$ cat src/shared/pie_pkg.sv
// Package for the peripheral interrupt enable and priority block
package pie_pkg;
    // Register indexes on the plain register port
    localparam logic [3:0] ADDR_EN1 = 4'h0;
    localparam logic [3:0] ADDR_EN2 = 4'h1;
    localparam logic [3:0] ADDR_EN3 = 4'h2;
    localparam logic [3:0] ADDR_PR1 = 4'h3;
    localparam logic [3:0] ADDR_PR2 = 4'h4;
    localparam logic [3:0] ADDR_PR3 = 4'h5;
    localparam logic [3:0] ADDR_RCTL = 4'h6;
    localparam logic [3:0] ADDR_FLAG1 = 4'h7;
    localparam logic [3:0] ADDR_FLAG2 = 4'h8;
    localparam logic [3:0] ADDR_FLAG3 = 4'h9;
    // Reset values
    localparam logic [7:0] EN_RESET = 8'h00;
    localparam logic [7:0] PR_RESET = 8'hff;
    localparam logic [7:0] PR2_RESET = 8'hfb;
    // Writable masks
    localparam logic [7:0] EN2_WMASK = 8'hfb;
    localparam logic [7:0] PR2_WMASK = 8'hfb;
    localparam logic [7:0] EN3_WMASK = 8'hcf;
    // Package variant gating: bit 7 of set 1, bits 7:6 and 5:4 of set 3
    localparam logic [7:0] SET1_PSP_MASK = 8'h80;
    localparam logic [7:0] SET3_BIG_MASK = 8'hc0;
    localparam logic [7:0] SET3_MID_MASK = 8'h30;
    // Reset control register field positions
    localparam int RCTL_PRIO_EN_BIT = 7;
    localparam logic [7:0] RCTL_WMASK = 8'h80;
    // Package variants
    localparam logic [1:0] PKG_SMALL = 2'h0;
    localparam logic [1:0] PKG_MID = 2'h1;
    localparam logic [1:0] PKG_BIG = 2'h2;

    typedef struct packed {
        logic [7:0] set1;
        logic [7:0] set2;
        logic [7:0] set3;
    } pie_src_t;

    typedef struct packed {
        logic high_req;
        logic low_req;
    } pie_req_t;
endpackage

$ cat src/logic/pie_irq_ctrl.sv
// Peripheral interrupt enable and priority registers with request gating
//
// The address-and-strobe port and the address map were chosen for this implementation.
`timescale 1ns/1ps
// ==========================================================
module pie_irq_ctrl
(
    input wire logic ref_clk,
    input wire logic nrst,
    input wire logic [3:0] reg_addr,
    input wire logic [7:0] reg_wdata,
    input wire logic reg_wr,
    input wire logic reg_rd,
    output logic [7:0] reg_rdata,
    input wire pie_pkg::pie_src_t src_flags,
    input wire logic [1:0] pkg_variant,
    input wire logic mcu_mode,
    input wire logic global_peripheral_irq_en,
    input wire logic [4:0] reset_cause,
    output logic priority_levels_enable,
    output logic irq_high,
    output logic irq_low
);

    // ==========================================================
    // Register state
    logic [7:0] peripheral_enable_one;
    logic [7:0] peripheral_enable_two;
    logic [7:0] peripheral_enable_three;
    logic [7:0] peripheral_priority_one;
    logic [7:0] peripheral_priority_two;
    logic [7:0] peripheral_priority_three;
    logic prio_en;
    logic [7:0] rdata;
    logic high_q;
    logic low_q;
    logic [7:0] next_en1;
    logic [7:0] next_en2;
    logic [7:0] next_en3;
    logic [7:0] next_pr1;
    logic [7:0] next_pr2;
    logic [7:0] next_pr3;
    logic next_prio_en;
    logic [7:0] next_rdata;
    logic next_high;
    logic next_low;
    pie_pkg::pie_src_t impl;
    pie_pkg::pie_src_t en_all;
    pie_pkg::pie_src_t pr_all;
    logic [9:0] wr_sel;
    logic [9:0] rd_sel;
    logic [23:0] lane_live;
    logic [23:0] lane_high;
    logic [23:0] lane_low;

    // Variant straps are static, so no synchroniser stage is used
    function automatic logic [7:0] merge(input logic [7:0] old, input logic [7:0] wd,
                                         input logic [7:0] mask);
        merge = (old & ~mask) | (wd & mask);
    endfunction

    // Index decode shared by the write and read paths, so that both agree
    // on which indexes are mapped
    function automatic logic [9:0] reg_select(input logic [3:0] addr);
        reg_select = 10'h000;
        unique case (addr)
            pie_pkg::ADDR_EN1: reg_select[pie_pkg::ADDR_EN1] = 1'b1;
            pie_pkg::ADDR_EN2: reg_select[pie_pkg::ADDR_EN2] = 1'b1;
            pie_pkg::ADDR_EN3: reg_select[pie_pkg::ADDR_EN3] = 1'b1;
            pie_pkg::ADDR_PR1: reg_select[pie_pkg::ADDR_PR1] = 1'b1;
            pie_pkg::ADDR_PR2: reg_select[pie_pkg::ADDR_PR2] = 1'b1;
            pie_pkg::ADDR_PR3: reg_select[pie_pkg::ADDR_PR3] = 1'b1;
            pie_pkg::ADDR_RCTL: reg_select[pie_pkg::ADDR_RCTL] = 1'b1;
            pie_pkg::ADDR_FLAG1: reg_select[pie_pkg::ADDR_FLAG1] = 1'b1;
            pie_pkg::ADDR_FLAG2: reg_select[pie_pkg::ADDR_FLAG2] = 1'b1;
            pie_pkg::ADDR_FLAG3: reg_select[pie_pkg::ADDR_FLAG3] = 1'b1;
            default: reg_select = 10'h000;
        endcase
    endfunction

    // ==========================================================
    // Implemented bits per package variant
    always_comb
    begin
        impl.set1 = 8'hff;
        impl.set2 = pie_pkg::EN2_WMASK;
        impl.set3 = 8'hff;
        if (!(pkg_variant == pie_pkg::PKG_BIG && mcu_mode))
        begin
            impl.set1 = impl.set1 & ~pie_pkg::SET1_PSP_MASK;
        end
        if (pkg_variant != pie_pkg::PKG_BIG)
        begin
            impl.set3 = impl.set3 & ~pie_pkg::SET3_BIG_MASK;
        end
        if (pkg_variant == pie_pkg::PKG_SMALL)
        begin
            impl.set3 = impl.set3 & ~pie_pkg::SET3_MID_MASK;
        end
    end

    // ==========================================================
    // Strobe qualified register selects
    always_comb
    begin
        wr_sel = 10'h000;
        rd_sel = 10'h000;
        if (reg_wr)
        begin
            wr_sel = reg_select(reg_addr);
        end
        if (reg_rd)
        begin
            rd_sel = reg_select(reg_addr);
        end
    end

    // ==========================================================
    // Enable registers
    always_comb
    begin
        next_en1 = peripheral_enable_one;
        next_en2 = peripheral_enable_two;
        next_en3 = peripheral_enable_three;
        if (wr_sel[pie_pkg::ADDR_EN1])
        begin
            next_en1 = merge(peripheral_enable_one, reg_wdata, impl.set1);
        end
        if (wr_sel[pie_pkg::ADDR_EN2])
        begin
            next_en2 = merge(peripheral_enable_two, reg_wdata, impl.set2);
        end
        if (wr_sel[pie_pkg::ADDR_EN3])
        begin
            // Serial port two enables stay zero whatever software writes
            next_en3 = merge(peripheral_enable_three, reg_wdata,
                             impl.set3 & pie_pkg::EN3_WMASK);
        end
    end

    always_ff @(posedge ref_clk)
    begin
        if (!nrst)
        begin
            peripheral_enable_one <= pie_pkg::EN_RESET;
            peripheral_enable_two <= pie_pkg::EN_RESET;
            peripheral_enable_three <= pie_pkg::EN_RESET;
        end
        else
        begin
            peripheral_enable_one <= next_en1;
            peripheral_enable_two <= next_en2;
            peripheral_enable_three <= next_en3;
        end
    end

    // ==========================================================
    // Priority registers
    always_comb
    begin
        next_pr1 = peripheral_priority_one;
        next_pr2 = peripheral_priority_two;
        next_pr3 = peripheral_priority_three;
        if (wr_sel[pie_pkg::ADDR_PR1])
        begin
            next_pr1 = merge(peripheral_priority_one, reg_wdata, impl.set1);
        end
        if (wr_sel[pie_pkg::ADDR_PR2])
        begin
            // Reserved bit 4 stays writable; keeping it set is up to software
            next_pr2 = merge(peripheral_priority_two, reg_wdata, pie_pkg::PR2_WMASK);
        end
        if (wr_sel[pie_pkg::ADDR_PR3])
        begin
            next_pr3 = merge(peripheral_priority_three, reg_wdata, impl.set3);
        end
    end

    always_ff @(posedge ref_clk)
    begin
        if (!nrst)
        begin
            peripheral_priority_one <= pie_pkg::PR_RESET;
            peripheral_priority_two <= pie_pkg::PR2_RESET;
            peripheral_priority_three <= pie_pkg::PR_RESET;
        end
        else
        begin
            peripheral_priority_one <= next_pr1;
            peripheral_priority_two <= next_pr2;
            peripheral_priority_three <= next_pr3;
        end
    end

    // ==========================================================
    // Priority level control
    always_comb
    begin
        next_prio_en = prio_en;
        if (wr_sel[pie_pkg::ADDR_RCTL])
        begin
            next_prio_en = reg_wdata[pie_pkg::RCTL_PRIO_EN_BIT];
        end
    end

    always_ff @(posedge ref_clk)
    begin
        if (!nrst)
        begin
            prio_en <= 1'b0;
        end
        else
        begin
            prio_en <= next_prio_en;
        end
    end

    // ==========================================================
    // Read data, valid for the one cycle after the read strobe
    always_comb
    begin
        next_rdata = 8'h00;
        unique case (1'b1)
            rd_sel[pie_pkg::ADDR_EN1]: next_rdata = peripheral_enable_one & impl.set1;
            rd_sel[pie_pkg::ADDR_EN2]: next_rdata = peripheral_enable_two & impl.set2;
            rd_sel[pie_pkg::ADDR_EN3]: next_rdata = peripheral_enable_three & impl.set3;
            rd_sel[pie_pkg::ADDR_PR1]: next_rdata = peripheral_priority_one & impl.set1;
            rd_sel[pie_pkg::ADDR_PR2]: next_rdata = peripheral_priority_two & impl.set2;
            rd_sel[pie_pkg::ADDR_PR3]: next_rdata = peripheral_priority_three & impl.set3;
            rd_sel[pie_pkg::ADDR_RCTL]: next_rdata = {prio_en, 2'b00, reset_cause};
            rd_sel[pie_pkg::ADDR_FLAG1]: next_rdata = src_flags.set1 & impl.set1;
            rd_sel[pie_pkg::ADDR_FLAG2]: next_rdata = src_flags.set2 & impl.set2;
            rd_sel[pie_pkg::ADDR_FLAG3]: next_rdata = src_flags.set3 & impl.set3;
            default: next_rdata = 8'h00;
        endcase
    end

    always_ff @(posedge ref_clk)
    begin
        if (!nrst)
        begin
            rdata <= 8'h00;
        end
        else
        begin
            rdata <= next_rdata;
        end
    end

    // ==========================================================
    // Per-source request lanes and level routing
    always_comb
    begin
        en_all = {peripheral_enable_one, peripheral_enable_two, peripheral_enable_three};
        pr_all = {peripheral_priority_one, peripheral_priority_two,
                  peripheral_priority_three};
    end

    for (genvar lane = 0; lane < $bits(pie_pkg::pie_src_t); lane++)
    begin : g_lane
        // An absent source never requests, even if its flag input is high
        assign lane_live[lane] = src_flags[lane] & en_all[lane] & impl[lane];
        assign lane_high[lane] = lane_live[lane] & pr_all[lane];
        assign lane_low[lane] = lane_live[lane] & ~pr_all[lane];
    end

    always_comb
    begin
        next_high = 1'b0;
        next_low = 1'b0;
        if (prio_en)
        begin
            next_high = |lane_high;
            next_low = |lane_low;
        end
        else
        begin
            // Single-level mode reports everything on the high line, behind the global gate
            next_high = (|lane_live) && global_peripheral_irq_en;
        end
    end

    always_ff @(posedge ref_clk)
    begin
        if (!nrst)
        begin
            high_q <= 1'b0;
            low_q <= 1'b0;
        end
        else
        begin
            high_q <= next_high;
            low_q <= next_low;
        end
    end

    assign reg_rdata = rdata;
    assign priority_levels_enable = prio_en;
    assign irq_high = high_q;
    assign irq_low = low_q;

endmodule

$ cat config.mk
export PLATFORM = sky130hd
export DESIGN_NAME = pie_irq_ctrl
export DESIGN_NICKNAME = d
export VERILOG_FILES = /design/src/shared/pie_pkg.sv /design/src/logic/pie_irq_ctrl.sv
export SDC_FILE = /design/constraint.sdc
export NUM_CORES = 1
export LEC_CHECK = 0
export ABC_CLOCK_PERIOD_IN_PS = 1270
export BUFFER_PORTS_ARGS = -buffer_cell sky130_fd_sc_hd__buf_2
export CAP_MARGIN = 20
export CELL_PAD_IN_SITES_DETAIL_PLACEMENT = 1
export CELL_PAD_IN_SITES_GLOBAL_PLACEMENT = 2
export CORE_UTILIZATION = 28
export CTS_CLUSTER_SIZE = 28
export DETAILED_ROUTE_END_ITERATION = 6
export PLACE_DENSITY = 0.84
export SYNTH_ARGS = -nofsm -noshare
export SYNTH_HDL_FRONTEND = slang
export SYNTH_SLANG_ARGS = --single-unit
$ cat constraint.sdc
create_clock -name ref_clk -period 1.27 [get_ports ref_clk]
set_input_delay 0.0635 -clock ref_clk [delete_from_list [all_inputs] [get_ports ref_clk]]
set_output_delay 0.0635 -clock ref_clk [all_outputs]
set_load 0.01 [all_outputs]
# --- Yosys cells after proc, flatten, opt, wreduce, memory -nomap -nowiden ---
# Index checks and enable logic that the tools add are counted.
totals:
  ff_bits: 59
  latch_bits: 0
  ram_bits: 0
  romBits: 0
  inputBits: 49
  output_inout_bits: 11
  memories: 0
op_classes:
  n_addsub: 0
  n_mul: 0
  div_mod_pow: 0
  order_cmp: 0
  n_eq_ne: 11
  shift: 0
  mux: 17
  bitwise_logic: 130
  n_reduce_logical: 8
ops:
  columns: ["op", "count"]
  rows:
  - ["$and A8 B8 Y8", 13]
  - ["$and A1 B1 Y1", 85]
  - ["$pmux W8 S10", 1]
  - ["$reduce_or A23 Y1", 3]
  - ["$or A8 B8 Y8", 4]
  - ["$not A8 Y8", 3]
  - ["$not A1 Y1", 23]
  - ["$eq A4 B3 Y1 const B", 4]
  - ["$mux W8", 2]
  - ["$or A3 B8 Y8", 2]
  - ["$mux W1", 11]
  - ["$mux W10", 1]
  - ["$eq A4 B2 Y1 const B", 2]
  - ["$eq A4 B4 Y1 const B", 2]
  - ["$mux W7", 1]
  - ["$mux W6", 1]
  - ["$eq A4 B1 Y1 const B", 1]
  - ["$logic_not A4 Y1", 1]
  - ["$eq A2 B2 Y1 const B", 1]
  - ["$logic_and A1 B1 Y1", 2]
  - ["$logic_not A2 Y1", 1]
  - ["$ne A2 B2 Y1 const B", 1]
  - ["$reduce_and A2 Y1", 1]

# --- Depth between registers and ports, before layout ---
logic_depth:
  depth_word: 7
  mapped_depth: 7
  mapped_depth_nobuf: 5

# --- Least setup slack after synthesis ---
# No wires, ideal clock.
synth_path:
  path_type: "input to register"
  startpoint: "input reg_addr[2]"
  endpoint: "register rdata[7] (netlist: reg_rdata[7])"
  arrival_ns: 1.252
  t_required_ns: 1.145
  setup_slack_ns: -0.107
  stages: 6
  path_buffers: 2
  cell_sequence: "buf_4 -> and3b_1 -> and2_1 -> clkbuf_2 -> a22o_1 -> o41a_1"
synth_via:
  elab_chain_len: 4
  elab_cells_between_ends: 22
  classes_between: "eq/ne (9); mux (12); reduce/logical (1)"
synth_rtl:
  columns: ["element", "line_no", "source"]
  rows:
  - ["start: declaration", "pie_irq_ctrl.sv:10", "input wire logic [3:0] reg_addr,"]
  - ["$eq A4 B4 Y1, or another cell as far along", null, null]
  - ["$mux W1 (on tied branches)", null, null]
  - ["$mux W10 *", "pie_irq_ctrl.sv:112", "if (reg_rd)"]
  - ["$pmux W8 S10 *", "pie_irq_ctrl.sv:223", "unique case (1'b1)"]
  - ["end signal: assignment", "pie_irq_ctrl.sv:246", "rdata <= next_rdata;"]
  - ["end: declaration", "pie_irq_ctrl.sv:34", "logic [7:0] rdata;"]
# Every way passes the cells marked *; elsewhere a longest branch is shown, timed or not.
# A chain may end at the register's enable or synchronous reset.

==> metrics.md <==
| Metric | Value |
|---|---|
| Arr. time, crit path | 1.61 ns |
| Worst setup EP type | flop |
| PD cells | 884 nW/um2 |
| Met2 Use GR | 43.3% |
| ANT nets after route | 0 |
| Vias in the first global route | 3,699 |
| Final worst slack | -0.118 ns |
| Sum Neg Setup Slack | -0.311 ns |
| Final Instance Count excl. Fillers | 648 |
| Via density per instance | 5.57 |
| Unrepaired setup endpoints after global routing | yes |
| Synthesized instance count | 376 |
| GRT Total Usage | 26.2% |
| Routability Congestion | 0.962 |
| Critical path's slowest cell | dfxtp_2 |
| CTS Sinks | 55 |
| Max-slew violations | 0 |
| Antenna violations before repair | 0 |
| Max H-tree Level | 2 |
| Startpoint types | flop |
| Row cnt | 37 |
| List of most frequent post-synthesis cells | nand2_1 (82), dfxtp_1 (55), nand3_1 (54), a22oi_1 (15), nor2_1 (14) |
| Hold crit path type | in -> reg |
| Drt wl/cell | 21.8 um |
| Cell Area, Synth | 2990 um2 |
| Syn nets | 425 |
| Failing checks | setup timing |
| CTS tree | done |
| Fin Hold WS | 0.0313 ns |
| Worst-skew pair later-pin latency | 0.32 ns |
| CP peak stage delay | 0.36 ns |
| Worst Path Max Fanout | 3 |
| Seq cells post-synth | 55 |
| Global-route wire length before repair | 21,600 um |
| Synth area leaders | dfxtp_1 (37%), nand2_1 (10%), nand3_1 (9.0%) |
| Largest net degree at the start of global routing | 43 |
| Synth async-reset ratio | 0% |
| Final hold violations | 0 |
| Met3 Resource Use GR | 4.70% |
| CTS buffer count | 5 |
| Tmin final | 1.39 ns |
| Peak-usage layer in the global routing report | met2 |
| CP bufs+invs | 0 |
| EDFF count, synth | 0 |
| Met1 usage | 32.4% |
| FMAX | 721 MHz |
| Seq. cell area | 1120 um2 |
| Nets@finish | 560 |
| Die width | 105 um |
| Synth warn | 0 |
| Diodes inserted | 0 |
| Global route overflow | 0 |
| Pre-CTS WS | -0.410 ns |
| Routed WL | 14,100 um |
| Status | complete, but fails checks |
| Clock transition at path regs | 0.11 ns |
| Count leader, synth | nand2_1 |
| Die Y | 105 um |
| P_leak | 1.81 nW |
| Fin area | 4300 um2 |
| Detailed placer's ending HPWL | 11,400 um |
| DP Area | 4050 um2 |
| CTS Hold Bufs | 0 |
| Setup-failing EPs final | 4 |
| Die area | 11,100 um2 |
| Multi-input gate area | 1880 um2 |
| Crit share post-route | 109% |
| Peak VDD IR | 0.483 mV |
| Top cell type's share of synthesized area | 36.9% |
| Initial core utilization | 28.9% |
| Register area share after synthesis | 36.9% |
| Synth unique cells | 49 |
| Dpl cells | 639 |
| Relative slew slack | 63.2% |
| Share of post-route cells with drive strength above 1 | 37.5% |
| Critical path's top delay family | simple AND/OR/NAND/NOR gates |
| Final core utilization | 41.6% |
| Slew at the pin with the worst max-slew slack | 0.549 ns |
| I/O Buffers | 58 |
| DRT iter0 DRCs | 265 |
| Vias | 3,612 |
| Total power | 3.80 mW |
| DRC Markers | 0 |
| Fillcell total | 1,273 |
| IO Count | 60 |
| Max_cap viols | 0 |
| Drt pass-1 iters | 5 |
| Mapped Avg Cell Area | 7.95 um2 |
| Worst-path cell chain | nand4b_1 > nand4_1 > nor3_2 > a21boi_1 > o211a_1 |
| Maximum root-to-sink buffer count | 2 |
| Core area | 10,300 um2 |
| CTS root buf | clkbuf_8 |
| Main flop type after synthesis | dfxtp_1 |
| WP data required | 1.50 ns |
| Setup CP Type | reg -> reg |
| Syn-to-layout area delta | 43.8% |
| Final worst clock skew | 0.00717 ns |
| Post-synth top area cell | dfxtp_1 |
## worst min-delay path, delay by kind of cell
kind | cells | cell delay, ns
buffers and inverters | 1 | 0.13
AND/OR/NAND/NOR | 2 | 0.13
## path summary, 6_finish.rpt
kind | to | from | slack, ns | cells past startpoint
hold reg to reg | peripheral_enable_one[6]$_SDFFE_PN0P_ | peripheral_enable_one[6]$_SDFFE_PN0P_ | 0.49 | 2
setup reg to reg | irq_high$_SDFF_PN0_ | flop | -0.12 | 5
hold / removal | peripheral_priority_one[2]$_SDFFE_PN1P_ | reg_wdata[2] | 0.03 | 3
setup / recovery | irq_high$_SDFF_PN0_ | flop | -0.12 | 5
## timing repair
action	in CTS	in global routing
gates cloned	0	0
endpoints found under the setup margin	6	12
pin swaps	10	4
setup buffers	0	1
gates resized for setup	17	17
hold endpoints to repair	0	0
## layout by cell type (no fill, tap or decap), drive strengths merged, types with 6 or more instances in the layout
cell,count
nor2b,8
dfxtp,55
buf,144
a22oi,15
clkbuf,7
and2,6
o21ai,8
nand2,82
a222oi,11
nand3,54
nand4,9
mux2i,10
nor3,8
nor2,16
a21boi,18
## final cells by class
| cell class | instances | area share [%] |
|---|---|---|
| timing repair buffer | 146 | 22.8 |
| tap | 136 | 3.96 |
| inverter | 2 | 0.175 |
| multi-input combinational | 301 | 43.8 |
| sequential | 55 | 26.0 |
| clock inverter | 3 | 1.66 |
| clock buffer | 5 | 1.60 |
## where the power goes
group | internal, mW | switching [mW]
registers | 1.75 | 0.0246
clock network | 0.801 | 0.650
logic | 0.248 | 0.320
total | 2.80 | 0.995
## cell families after synthesis
group / after synthesis / synth area share [%]
buffers and inverters: 20 / 3.10
AND/OR/NAND/NOR: 208 / 35.2
multiplexers: 11 / 3.73
flip-flops: 55 / 36.9
AO/OA/AOI/OAI: 81 / 20.9
XOR/XNOR: 1 / 0.293
## routing by layer
metal | part of all wire (%) | wire length [um] | up-vias
li1 | - | - | 1668
met1 | 42 | 5910 | 1724
met2 | 47 | 6550 | 178
met3 | 6.7 | 941 | 42
met4 | 4.9 | 687 | 0
met5 | 0 | 0 | -
Power figures use the tool's default switching activity.
